===== src/hw/fsc_pkg.sv =====
// Package of register map, field positions and timing counts for the flash status and fault block
package fsc_pkg;
  // Printed offsets are not multiples of four: they are word indices
  localparam logic [7:0] IDX_CONFIG = 8'h04;
  localparam logic [7:0] IDX_ERR_CONFIG = 8'h05;
  localparam logic [7:0] IDX_CMD_STATUS = 8'h06;
  localparam logic [7:0] IDX_ERR_STATUS = 8'h07;
  localparam logic [11:0] ADDR_CONFIG = {2'h0, IDX_CONFIG, 2'h0};
  localparam logic [11:0] ADDR_ERR_CONFIG = {2'h0, IDX_ERR_CONFIG, 2'h0};
  localparam logic [11:0] ADDR_CMD_STATUS = {2'h0, IDX_CMD_STATUS, 2'h0};
  localparam logic [11:0] ADDR_ERR_STATUS = {2'h0, IDX_ERR_STATUS, 2'h0};
  // flash_config fields
  localparam int CFG_COMMAND_COMPLETE_IRQ_ENABLE_BIT = 7;
  localparam int CFG_IGNORE_SINGLE_FAULT_BIT = 4;
  localparam int CFG_WAIT_LSB = 2;
  localparam int CFG_FORCE_DOUBLE_FAULT_BIT = 1;
  localparam int CFG_FORCE_SINGLE_FAULT_BIT = 0;
  // flash_error_config fields
  localparam int ECFG_SINGLE_FAULT_IRQ_ENABLE_BIT = 0;
  // flash_command_status fields
  localparam int ST_COMMAND_COMPLETE_FLAG_BIT = 7;
  localparam int ST_ACCESS_ERROR_FLAG_BIT = 5;
  localparam int ST_PROTECTION_VIOLATION_FLAG_BIT = 4;
  localparam int ST_BUSY_BIT = 3;
  localparam int ST_RSVD_BIT = 2;
  // flash_error_status fields
  localparam int EST_DOUBLE_FAULT_FLAG_BIT = 1;
  localparam int EST_SINGLE_FAULT_FLAG_BIT = 0;
  // Wait-state codes and reset values
  localparam logic [1:0] WAIT_MAX = 2'h0;
  localparam logic [1:0] WAIT_OFF = 2'h3;
  localparam logic [7:0] CONFIG_RESET = 8'h00;
  localparam logic [7:0] ERR_CONFIG_RESET = 8'h00;
  localparam logic [1:0] COMPL_STATUS_RESET = 2'h0;
  // Timing
  localparam int CLK_PERIOD_PS = 5000;
  localparam int WAIT_TIME_NS = 5;
  localparam int WAIT_CYCLES_RAW = (WAIT_TIME_NS * 1000 + CLK_PERIOD_PS - 1) / CLK_PERIOD_PS;
  localparam logic [3:0] WAIT_CYCLES = (WAIT_CYCLES_RAW < 1) ? 4'h1 : 4'(WAIT_CYCLES_RAW);

  typedef struct packed {
    logic start;
    logic done;
    logic seq_violation;
    logic illegal_cmd;
    logic prot_violation;
    logic exec_error;
  } fsc_cmd_event_type;

  typedef struct packed {
    logic req;
    logic single_fault;
    logic double_fault;
  } fsc_read_event_type;
endpackage


===== src/hw/fsc_regs.sv =====
// Flash status, fault-injection and configuration registers behind an APB slave
//
// Contract
// - Force-double bit makes every read flag double
// - Force-single bit sets single flag, may interrupt
// - Force bits clear only by writing zero
// - Wait code 00 maximum at reset, 11 disables
// - Codes 01 and 10 read back, act as 00
// - Maximum wait inserts one cycle per read
// - Single-fault interrupt follows flag when enabled
// - Error-configuration assigned bits are read-write
// - Writing one launches; flag low until completion
// - Access error set on violations, blocks launch
// - Access and protection errors clear on one
// - Protection violation flag set, blocks launch, sequence
// - Busy reads one while command executes
// - Status bit 2 always reads zero
// - Completion status set on error, cleared on launch
// - Status writable, read-only and zero bits
// - Reset-sequence double fault alters status reset
// - Wait field write ignored while command runs
// - Command-complete interrupt follows flag when enabled
// - Fault flags clear only on writing one
// - Ignore-single suppresses single flag and interrupt
`timescale 1ns/1ps
module fsc_regs #(
  parameter int ADDR_W = 12
) (
  input wire logic ref_clk_in,
  input wire logic rst_b_in,
  input wire logic clk_en_in,
  // APB slave
  input wire logic psel_in,
  input wire logic penable_in,
  input wire logic pwrite_in,
  input wire logic [ADDR_W-1:0] paddr_in,
  input wire logic [31:0] pwdata_in,
  input wire logic [3:0] pstrb_in,
  output logic pready_out,
  output logic pslverr_out,
  output logic [31:0] prdata_out,
  // Command sequencer side
  input wire fsc_pkg::fsc_cmd_event_type cmd_event_in,
  output logic cmd_launch_out,
  output logic seq_allowed_out,
  // Reset sequence side
  input wire logic reset_seq_done_in,
  input wire logic reset_seq_double_fault_in,
  input wire logic reset_seq_error_in,
  // Flash array read side
  input wire fsc_pkg::fsc_read_event_type read_event_in,
  output logic read_ready_out,
  output logic [1:0] wait_state_eff_out,
  // Interrupt requests
  output logic cmd_complete_irq_out,
  output logic single_fault_irq_out
);

  // ------------------------------------------------------------
  // Register state
  // ------------------------------------------------------------
  logic command_complete_irq_enable_q;
  logic ignore_single_fault_q;
  logic [1:0] wait_state_select_q;
  logic force_double_fault_q;
  logic force_single_fault_q;
  logic single_fault_irq_enable_q;
  logic command_complete_flag_q;
  logic access_error_flag_q;
  logic protection_violation_flag_q;
  logic controller_busy_flag_q;
  logic [1:0] completion_status_bits_q;
  logic double_fault_flag_q;
  logic single_fault_flag_q;
  logic reset_seq_seen_q;
  logic rd_pending_q;
  logic [3:0] wait_cnt_q;
  logic [31:0] prdata_q;

  // ------------------------------------------------------------
  // Bus decode
  // ------------------------------------------------------------
  function automatic logic hit(input logic [ADDR_W-1:0] a, input logic [11:0] reg_addr);
    hit = (a == ADDR_W'(reg_addr));
  endfunction

  logic access;
  logic wr;
  logic wr_lane0;
  logic wr_config;
  logic wr_err_config;
  logic wr_status;
  logic wr_err_status;
  logic mapped;
  logic [7:0] wbyte;

  assign access = psel_in && penable_in;
  assign wr = access && pwrite_in && clk_en_in;
  assign wr_lane0 = wr && pstrb_in[0];
  assign wbyte = pwdata_in[7:0];
  assign wr_config = wr_lane0 && hit(paddr_in, fsc_pkg::ADDR_CONFIG);
  assign wr_err_config = wr_lane0 && hit(paddr_in, fsc_pkg::ADDR_ERR_CONFIG);
  assign wr_status = wr_lane0 && hit(paddr_in, fsc_pkg::ADDR_CMD_STATUS);
  assign wr_err_status = wr_lane0 && hit(paddr_in, fsc_pkg::ADDR_ERR_STATUS);
  assign mapped = hit(paddr_in, fsc_pkg::ADDR_CONFIG) || hit(paddr_in, fsc_pkg::ADDR_ERR_CONFIG) ||
                  hit(paddr_in, fsc_pkg::ADDR_CMD_STATUS) || hit(paddr_in, fsc_pkg::ADDR_ERR_STATUS);

  // Zero-wait slave; freezes with the clock enable
  assign pready_out = clk_en_in;
  assign pslverr_out = access && !mapped;

  // ------------------------------------------------------------
  // Command launch qualification
  // ------------------------------------------------------------
  logic launch;
  assign launch = wr_status && wbyte[fsc_pkg::ST_COMMAND_COMPLETE_FLAG_BIT] && command_complete_flag_q &&
                  !access_error_flag_q && !protection_violation_flag_q;
  assign cmd_launch_out = launch;
  assign seq_allowed_out = !protection_violation_flag_q;

  // ------------------------------------------------------------
  // Configuration register
  // ------------------------------------------------------------
  always_ff @(posedge ref_clk_in or negedge rst_b_in) begin
    if (!rst_b_in) begin
      command_complete_irq_enable_q <= fsc_pkg::CONFIG_RESET[fsc_pkg::CFG_COMMAND_COMPLETE_IRQ_ENABLE_BIT];
      ignore_single_fault_q <= fsc_pkg::CONFIG_RESET[fsc_pkg::CFG_IGNORE_SINGLE_FAULT_BIT];
      wait_state_select_q <= fsc_pkg::WAIT_MAX;
      force_double_fault_q <= fsc_pkg::CONFIG_RESET[fsc_pkg::CFG_FORCE_DOUBLE_FAULT_BIT];
      force_single_fault_q <= fsc_pkg::CONFIG_RESET[fsc_pkg::CFG_FORCE_SINGLE_FAULT_BIT];
    end else if (wr_config) begin
      command_complete_irq_enable_q <= wbyte[fsc_pkg::CFG_COMMAND_COMPLETE_IRQ_ENABLE_BIT];
      ignore_single_fault_q <= wbyte[fsc_pkg::CFG_IGNORE_SINGLE_FAULT_BIT];
      // Reserved codes are stored as written
      if (command_complete_flag_q) begin
        wait_state_select_q <= wbyte[fsc_pkg::CFG_WAIT_LSB +: 2];
      end
      // Only an explicit write changes them; reads have no side effect
      force_double_fault_q <= wbyte[fsc_pkg::CFG_FORCE_DOUBLE_FAULT_BIT];
      force_single_fault_q <= wbyte[fsc_pkg::CFG_FORCE_SINGLE_FAULT_BIT];
    end
  end

  // ------------------------------------------------------------
  // Error configuration register
  // ------------------------------------------------------------
  always_ff @(posedge ref_clk_in or negedge rst_b_in) begin
    if (!rst_b_in) begin
      single_fault_irq_enable_q <= fsc_pkg::ERR_CONFIG_RESET[fsc_pkg::ECFG_SINGLE_FAULT_IRQ_ENABLE_BIT];
    end else if (wr_err_config) begin
      single_fault_irq_enable_q <= wbyte[fsc_pkg::ECFG_SINGLE_FAULT_IRQ_ENABLE_BIT];
    end
  end

  // ------------------------------------------------------------
  // Command status flags
  // ------------------------------------------------------------
  logic cmd_violation;
  assign cmd_violation = cmd_event_in.seq_violation || cmd_event_in.illegal_cmd;

  always_ff @(posedge ref_clk_in or negedge rst_b_in) begin
    if (!rst_b_in) begin
      command_complete_flag_q <= 1'b0;
    end else if (clk_en_in) begin
      // Flag stays low from reset until the reset sequence finishes or a done or violation event arrives
      if (reset_seq_done_in && !reset_seq_seen_q) begin
        command_complete_flag_q <= 1'b1;
      end else if (launch) begin
        command_complete_flag_q <= 1'b0;
      end else if (!command_complete_flag_q && (cmd_event_in.done || cmd_violation)) begin
        command_complete_flag_q <= 1'b1;
      end
    end
  end

  always_ff @(posedge ref_clk_in or negedge rst_b_in) begin
    if (!rst_b_in) begin
      reset_seq_seen_q <= 1'b0;
    end else if (clk_en_in && reset_seq_done_in) begin
      reset_seq_seen_q <= 1'b1;
    end
  end

  // Event set wins over a simultaneous write-one clear
  always_ff @(posedge ref_clk_in or negedge rst_b_in) begin
    if (!rst_b_in) begin
      access_error_flag_q <= 1'b0;
    end else if (clk_en_in) begin
      if (cmd_violation) begin
        access_error_flag_q <= 1'b1;
      end else if (wr_status && wbyte[fsc_pkg::ST_ACCESS_ERROR_FLAG_BIT]) begin
        access_error_flag_q <= 1'b0;
      end
    end
  end

  always_ff @(posedge ref_clk_in or negedge rst_b_in) begin
    if (!rst_b_in) begin
      protection_violation_flag_q <= 1'b0;
    end else if (clk_en_in) begin
      if (cmd_event_in.prot_violation) begin
        protection_violation_flag_q <= 1'b1;
      end else if (wr_status && wbyte[fsc_pkg::ST_PROTECTION_VIOLATION_FLAG_BIT]) begin
        protection_violation_flag_q <= 1'b0;
      end
    end
  end

  // Busy from a launch or start event until completion or violation
  always_ff @(posedge ref_clk_in or negedge rst_b_in) begin
    if (!rst_b_in) begin
      controller_busy_flag_q <= 1'b0;
    end else if (clk_en_in) begin
      if (launch || cmd_event_in.start) begin
        controller_busy_flag_q <= 1'b1;
      end else if (cmd_event_in.done || cmd_violation) begin
        controller_busy_flag_q <= 1'b0;
      end
    end
  end

  always_ff @(posedge ref_clk_in or negedge rst_b_in) begin
    if (!rst_b_in) begin
      completion_status_bits_q <= fsc_pkg::COMPL_STATUS_RESET;
    end else if (clk_en_in) begin
      if (reset_seq_done_in && !reset_seq_seen_q) begin
        // A reset-sequence double fault shows in the status value
        completion_status_bits_q <= {reset_seq_double_fault_in, reset_seq_error_in};
      end else if (launch) begin
        completion_status_bits_q <= 2'h0;
      end else if (cmd_event_in.exec_error && controller_busy_flag_q) begin
        completion_status_bits_q <= 2'h3;
      end
    end
  end

  // ------------------------------------------------------------
  // Flash array reads: wait states and fault flags
  // ------------------------------------------------------------
  logic wait_enabled;
  logic read_done;
  assign wait_enabled = (wait_state_select_q != fsc_pkg::WAIT_OFF);
  assign read_done = read_event_in.req && (!wait_enabled || rd_pending_q);
  assign read_ready_out = read_done;
  assign wait_state_eff_out = wait_enabled ? fsc_pkg::WAIT_MAX : fsc_pkg::WAIT_OFF;

  // One inserted cycle per read at the maximum setting
  always_ff @(posedge ref_clk_in or negedge rst_b_in) begin
    if (!rst_b_in) begin
      rd_pending_q <= 1'b0;
      wait_cnt_q <= 4'h0;
    end else if (clk_en_in) begin
      if (read_done) begin
        rd_pending_q <= 1'b0;
        wait_cnt_q <= 4'h0;
      end else if (read_event_in.req && wait_enabled) begin
        if (wait_cnt_q + 4'h1 >= fsc_pkg::WAIT_CYCLES) begin
          rd_pending_q <= 1'b1;
        end
        wait_cnt_q <= wait_cnt_q + 4'h1;
      end
    end
  end

  logic set_double;
  logic set_single;
  assign set_double = read_done && (force_double_fault_q || read_event_in.double_fault);
  assign set_single = read_done && !ignore_single_fault_q &&
                      (force_single_fault_q || read_event_in.single_fault);

  always_ff @(posedge ref_clk_in or negedge rst_b_in) begin
    if (!rst_b_in) begin
      double_fault_flag_q <= 1'b0;
      single_fault_flag_q <= 1'b0;
    end else if (clk_en_in) begin
      if (set_double) begin
        double_fault_flag_q <= 1'b1;
      end else if (wr_err_status && wbyte[fsc_pkg::EST_DOUBLE_FAULT_FLAG_BIT]) begin
        double_fault_flag_q <= 1'b0;
      end
      if (set_single) begin
        single_fault_flag_q <= 1'b1;
      end else if (wr_err_status && wbyte[fsc_pkg::EST_SINGLE_FAULT_FLAG_BIT]) begin
        single_fault_flag_q <= 1'b0;
      end
    end
  end

  // ------------------------------------------------------------
  // Interrupt requests
  // ------------------------------------------------------------
  assign single_fault_irq_out = single_fault_flag_q && single_fault_irq_enable_q;
  assign cmd_complete_irq_out = command_complete_flag_q && command_complete_irq_enable_q;

  // ------------------------------------------------------------
  // Read data
  // ------------------------------------------------------------
  logic [7:0] rd_byte;
  always_comb begin
    rd_byte = 8'h00;
    if (hit(paddr_in, fsc_pkg::ADDR_CONFIG)) begin
      rd_byte[fsc_pkg::CFG_COMMAND_COMPLETE_IRQ_ENABLE_BIT] = command_complete_irq_enable_q;
      rd_byte[fsc_pkg::CFG_IGNORE_SINGLE_FAULT_BIT] = ignore_single_fault_q;
      rd_byte[fsc_pkg::CFG_WAIT_LSB +: 2] = wait_state_select_q;
      rd_byte[fsc_pkg::CFG_FORCE_DOUBLE_FAULT_BIT] = force_double_fault_q;
      rd_byte[fsc_pkg::CFG_FORCE_SINGLE_FAULT_BIT] = force_single_fault_q;
    end else if (hit(paddr_in, fsc_pkg::ADDR_ERR_CONFIG)) begin
      rd_byte[fsc_pkg::ECFG_SINGLE_FAULT_IRQ_ENABLE_BIT] = single_fault_irq_enable_q;
    end else if (hit(paddr_in, fsc_pkg::ADDR_CMD_STATUS)) begin
      rd_byte[fsc_pkg::ST_COMMAND_COMPLETE_FLAG_BIT] = command_complete_flag_q;
      rd_byte[fsc_pkg::ST_ACCESS_ERROR_FLAG_BIT] = access_error_flag_q;
      rd_byte[fsc_pkg::ST_PROTECTION_VIOLATION_FLAG_BIT] = protection_violation_flag_q;
      rd_byte[fsc_pkg::ST_BUSY_BIT] = controller_busy_flag_q;
      rd_byte[fsc_pkg::ST_RSVD_BIT] = 1'b0;
      rd_byte[1:0] = completion_status_bits_q;
    end else if (hit(paddr_in, fsc_pkg::ADDR_ERR_STATUS)) begin
      rd_byte[fsc_pkg::EST_DOUBLE_FAULT_FLAG_BIT] = double_fault_flag_q;
      rd_byte[fsc_pkg::EST_SINGLE_FAULT_FLAG_BIT] = single_fault_flag_q;
    end
  end

  // Registered on the setup cycle so data is stable in the access phase
  always_ff @(posedge ref_clk_in or negedge rst_b_in) begin
    if (!rst_b_in) begin
      prdata_q <= 32'h0000_0000;
    end else if (clk_en_in && psel_in && !penable_in && !pwrite_in) begin
      prdata_q <= {24'h00_0000, rd_byte};
    end
  end
  assign prdata_out = prdata_q;

endmodule


===== config.mk =====
export PLATFORM = sky130hd
export DESIGN_NAME = fsc_regs
export DESIGN_NICKNAME = d
export VERILOG_FILES = /design/src/hw/fsc_pkg.sv /design/src/hw/fsc_regs.sv
export SDC_FILE = /design/constraint.sdc
export NUM_CORES = 1
export LEC_CHECK = 0
export BUFFER_PORTS_ARGS = -buffer_cell sky130_fd_sc_hd__buf_2
export CAP_MARGIN = 0
export CORE_MARGIN = 2
export CORE_UTILIZATION = 35
export DETAILED_ROUTE_END_ITERATION = 8
export PLACE_DENSITY = 0.77
export SYNTH_ARGS = -nofsm -noshare
export SYNTH_HDL_FRONTEND = slang
export SYNTH_SLANG_ARGS = --single-unit

===== constraint.sdc =====
create_clock -name ref_clk_in -period 2.4 [get_ports ref_clk_in]
set_clock_uncertainty 0.15 [all_clocks]
set_input_delay 0.48 -clock ref_clk_in [delete_from_list [all_inputs] [get_ports ref_clk_in]]
set_output_delay 0.48 -clock ref_clk_in [all_outputs]
set_load 0.1 [all_outputs]

---- Yosys cells after proc, flatten, opt, wreduce, memory -nomap -nowiden ----
Index checks and enable logic that the tools add are counted.
word-level totals
  flip-flop bits (word level) ............. 28
  output and inout port bits .............. 41
  logic and storage cells ................. 124
  input bits .............................. 66
operators by class
  $add $sub $neg .......................... 1
  magnitude comparators ................... 1
  equal/unequal tests ..................... 5
  muxes and demuxes ....................... 32
  reductions and logical operators ........ 68
operators by type and width
  kind                                                 count
  == test 12 x 5 -> 1 bit, second input constant       4
  logical AND 1 bit                                    31
  two-way mux 1 bit                                    21
  AND reduction 2 bit                                  9
  nonzero test 2 bit                                   7
  two-way mux 2 bit                                    6
  two-way mux 4 bit                                    3
  two-way mux 5 bit                                    2
  zero test 1 bit                                      9
  logical OR 1 bit                                     9
  nonzero test 3 bit                                   2
  adder 4 x 1 -> 4 bit, second input constant          1
  >= comparator 4 x 1 -> 1 bit, second input constant  1
  AND reduction 3 bit                                  1
  != test 2 bit, second input constant                 1

---- Longest topological paths before layout ----
  word-level depth ........................ 12
  depth in mapped cells ................... 5

---- Worst setup path after synthesis ----
No wires, ideal clock.
  kind .................................... reg-to-output
  start ................................... reg wait_state_select_q[0]
  end ..................................... out read_ready_out
  data arrival time ....................... 2.815 ns
  data required time ...................... 1.770 ns
  stages on the path, launching flop included .. 4
  setup slack ............................. -1.045 ns
  path through ............................ dfrtp_1 -> and2_1 -> nor2_1 -> nor2b_1
between the ends
  longest elaborated chain between the ends .. 4
RTL lines
  what                      line             source
  start: declaration        fsc_regs.sv:64   logic [1:0] wait_state_select_q;
  start signal: assignment  fsc_regs.sv:128  wait_state_select_q <= fsc_pkg::WAIT_MAX;
  start signal: assignment  fsc_regs.sv:136  wait_state_select_q <= wbyte[fsc_pkg::CFG_WAIT_LSB +: 2];
  != test 2 bit             fsc_regs.sv:242  assign wait_enabled = (wait_state_select_q != fsc_pkg::WAIT_OFF);
  zero test 1 bit           fsc_regs.sv:243  assign read_done = read_event_in.req && (!wait_enabled || rd_pending_q);
  logical OR 1 bit          fsc_regs.sv:243
  logical AND 1 bit         fsc_regs.sv:243
  end: declaration          fsc_regs.sv:52   output logic read_ready_out,
Every way passes these cells.

---- Worst setup path after layout ----
  start ................................... in paddr_in[7]
  end ..................................... out cmd_launch_out
between the ends
  longest elaborated chain between the ends .. 6
RTL lines
  what                            line             source
  start: declaration              fsc_regs.sv:36   input wire logic [ADDR_W-1:0] paddr_in,
  == test 12 x 5 -> 1 bit         fsc_regs.sv:84   hit = (a == ADDR_W'(reg_addr));
  logical AND 1 bit               fsc_regs.sv:103  assign wr_status = wr_lane0 && hit(paddr_in, fsc_pkg::ADDR_CMD_STATUS);
  logical AND 1 bit (3 in a row)  fsc_regs.sv:116  assign launch = wr_status && wbyte[fsc_pkg::ST_COMMAND_COMPLETE_FLAG_BIT] && command_complete_flag_q &&
  logical AND 1 bit               fsc_regs.sv:117  !access_error_flag_q && !protection_violation_flag_q;
  end: declaration                fsc_regs.sv:44   output logic cmd_launch_out,
Every way passes these cells.

==> key figures <==
Outcome
  • Status: finished, violations left
  • Failing checks: negative setup slack

Floorplanning
  • Die span in y: 72.85 microns
  • Core Footprint: 4661 sq um
  • Starting Density: 0.3560
  • Site Rows: 25
  • Die ar.: 5307 sq um
  • # IOs: 107
  • Die Span X: 72.85 microns

Pwr
  • Clock power frac: 0.245
  • Sw power: 0.4402 mW
  • Worst IR Drop VDD: 0.2097 mV
  • Internal: 0.7176 mW
  • Sequential Power Share: 0.452
  • Combinational power share: 0.303
  • Leak: 1.007 nW
  • Net Sw Frac: 0.3802
  • Pwr dens: 578.3 nW/um^2

Placement
  • Port buffer count: 53
  • GP Congestion: 0.8589
  • Placed insts: 275
  • Detailed Place HPWL: 2885 microns

Setup path
  • R2R Path End: completion_status_bits_q[0]$_DFFE_PN0P_
  • CP Max Fanout: 2
  • Critical path startpoint: paddr_in[7]
  • Crit path arrival time: 2.00 ns
  • WP data required: 1.77 ns
  • Flop2flop setup slack: 0.89 ns
  • R2R depth: 5
  • Critical Path Sink Type: primary output
  • Startpoint types: primary input
  • Reg-to-reg startpoint: protection_violation_flag_q$_DFFE_PN0P_
  • Critical path class: in2out

Synth
  • Post-synthesis cell area: 1659 sq um
  • Distinct cells, synth: 42
  • #FFs+latches synth: 28
  • Mapped Cells: 166
  • EDFF count, synth: 0
  • Mapped Avg Cell Area: 9.995 sq um
  • Post-synthesis sequential area ratio: 0.4223
  • Main synth FF type: dfrtp_1
  • Asr flop ratio synth: 1.000
  • Synth Warn #: 0

Drt
  • Final ANT Viol Nets: 0
  • Vias/cell: 4.903
  • Drt pass-1 iters: 4
  • DR iter-0 viols: 85
  • Average routed wire per standard cell: 12.76 microns
  • Final WL: 3559 microns
  • DRC violations left: 0
  • Vias: 1368

Clock network
  • Hold Buf Count CTS: 0
  • Num CTS Buffers: 3
  • Clk buf depth: 2
  • CTS clk-pin slew, worst paths: 0.09 ns
  • CTS tree: built
  • Clock Latency Late Sink: 0.27 ns
  • Sink Count: 28
  • CTS Root Cell: clkbuf_8
  • H-tree Lvls: 1

STA
  • Endpoints failing hold: 0
  • Final period util: 1.095
  • Max Slew Vio Count: 0
  • Final worst slack: -0.2279 ns
  • Minimum clock period: 2.628 ns
  • Slew headroom: 0.5974
  • Setup Viol. Count Final: 1
  • RSZ-0062 raised after global routing: yes
  • Max Clock Freq: 380.5 MHz
  • Least-Margin Pin Slew: 0.6039 ns

Final layout
  • Layout Nets: 294
  • Most frequent cells in the layout: buf_2, dfrtp_1, conb_1, nand2_1
  • Antenna diodes: 0
  • Filler Cells Inserted: 436
  • Area growth, synth to finish: 20.66%
  • Layout cell share with drive strength beyond 1: 0.3733
  • Final std cells w/o fill: 279
  • Final core utilization: 0.4295
  • Commonest non-fill, non-tap cell in the layout: buf_2

Flow run
  • Max_cap viols: 0

GRT
  • Initial antenna violation count: 0
  • Gr usage total: 0.1370
  • Largest net degree at the start of global routing: 29
  • First-pass GRT wire length: 5692 microns
  • GRT overflow: 0
  • Vias in the first global route: 1267

Worst hold path
  • Hold Crit Class: in2async
==> flip-flops by register name, summed over array words and instances (netlist names), 2 cells and up <==
name                      cells
prdata_out                    7
wait_cnt_q                    4
completion_status_bits_q      2
wait_state_select_q           2
==> cell type report <==
class / instances / area (sq um) / share of cell area
clock buffer: 4 / 55.05 / 0.02750
tap: 54 / 67.56 / 0.03375
multi-input combinational: 126 / 803.3 / 0.4012
timing repair buffer: 62 / 356.6 / 0.1781
sequential: 28 / 700.7 / 0.3500
inverter: 5 / 18.77 / 0.009375
==> worst max-delay path: stages <==
cell    delay [ns]
buf_6         0.09
or4_4         0.52
or4_4         0.46
nor3_4        0.23
buf_12        0.21
==> layer usage <==
layer | wire [microns] | track usage | part of all wire
met2 | 1790 | 0.2404 | 0.50
met5 | 0 | 0 | 0
met1 | 1562 | 0.1772 | 0.44
met3 | 154 | 0.01381 | 0.043
met4 | 51 | 0.04321 | 0.014
==> power groups by stage <==
stage	registers, mW	logic [mW]	clock network, mW
3_3_place_gp	0.530	0.346	0
5_1_grt	0.527	0.374	0.311
2_1_floorplan	0.526	0.313	0
4_1_cts	0.522	0.352	0.289
3_5_place_dp	0.532	0.349	0
6_report	0.523	0.351	0.283
==> timing repair <==
action / CTS / global route
endpoints found under the setup margin: 1 / 2
buffers inserted: 0 / 0
resized for setup: 1 / 2
pin swaps: 1 / 0
==> worst max path at each step <==
stage / to / slack [ns] / depth (start not counted)
after floorplan: cmd_launch_out / -0.60 / 3
after global placement: cmd_launch_out / -0.28 / 5
after detailed placement: cmd_launch_out / -0.28 / 5
after CTS: cmd_launch_out / -0.22 / 5
after global routing: cmd_launch_out / -0.25 / 5
final: cmd_launch_out / -0.23 / 5
==> cells in the mapped netlist, types with 2 or more instances <==
cell / n / share of area
or4_4: 2 / 0.014
o31ai_1: 6 / 0.027
nor3_1: 2 / 0.0060
a221o_1: 3 / 0.018
and2_1: 6 / 0.023
nor2b_1: 2 / 0.0075
a22o_1: 4 / 0.021
nand2_1: 15 / 0.034
nand4_1: 5 / 0.019
buf_4: 28 / 0.13
inv_1: 5 / 0.011
clkbuf_1: 2 / 0.0045
dfrtp_1: 28 / 0.42
mux2_2: 7 / 0.048
nand3_1: 4 / 0.012
ha_1: 2 / 0.015
a31oi_1: 3 / 0.011
a21oi_1: 2 / 0.0060
nor2_1: 10 / 0.023
o21ai_0: 8 / 0.024
==> logic make-up after synthesis <==
kind of cell | share of synthesized area
AND/OR/NAND/NOR | 0.2051
buffers and inverters | 0.1493
AO/OA/AOI/OAI | 0.1335
flip-flops | 0.4223
multiplexers | 0.06712
adder cells (fa/ha/maj) | 0.01508
other | 0.002260
XOR/XNOR | 0.005280
==> metrics by stage <==
step | area [sq um] | hold WS [ns] | TNS, ns | power (mW) | worst slack (ns)
2_1_floorplan | 1752 | 0.03441 | -3.279 | 0.8392 | -0.6003
3_3_place_gp | 1938 | 0.3064 | -0.8611 | 0.8756 | -0.2837
3_5_place_dp | 1938 | 0.3172 | -1.019 | 0.8809 | -0.2755
4_1_cts | 1999 | 0.08519 | -0.2234 | 1.163 | -0.2234
5_1_grt | 2002 | 0.1097 | -0.2471 | 1.212 | -0.2471
6_report | 2002 | 0.06192 | -0.2279 | 1.158 | -0.2279
Note: power is estimated with default switching activity, not from simulation.
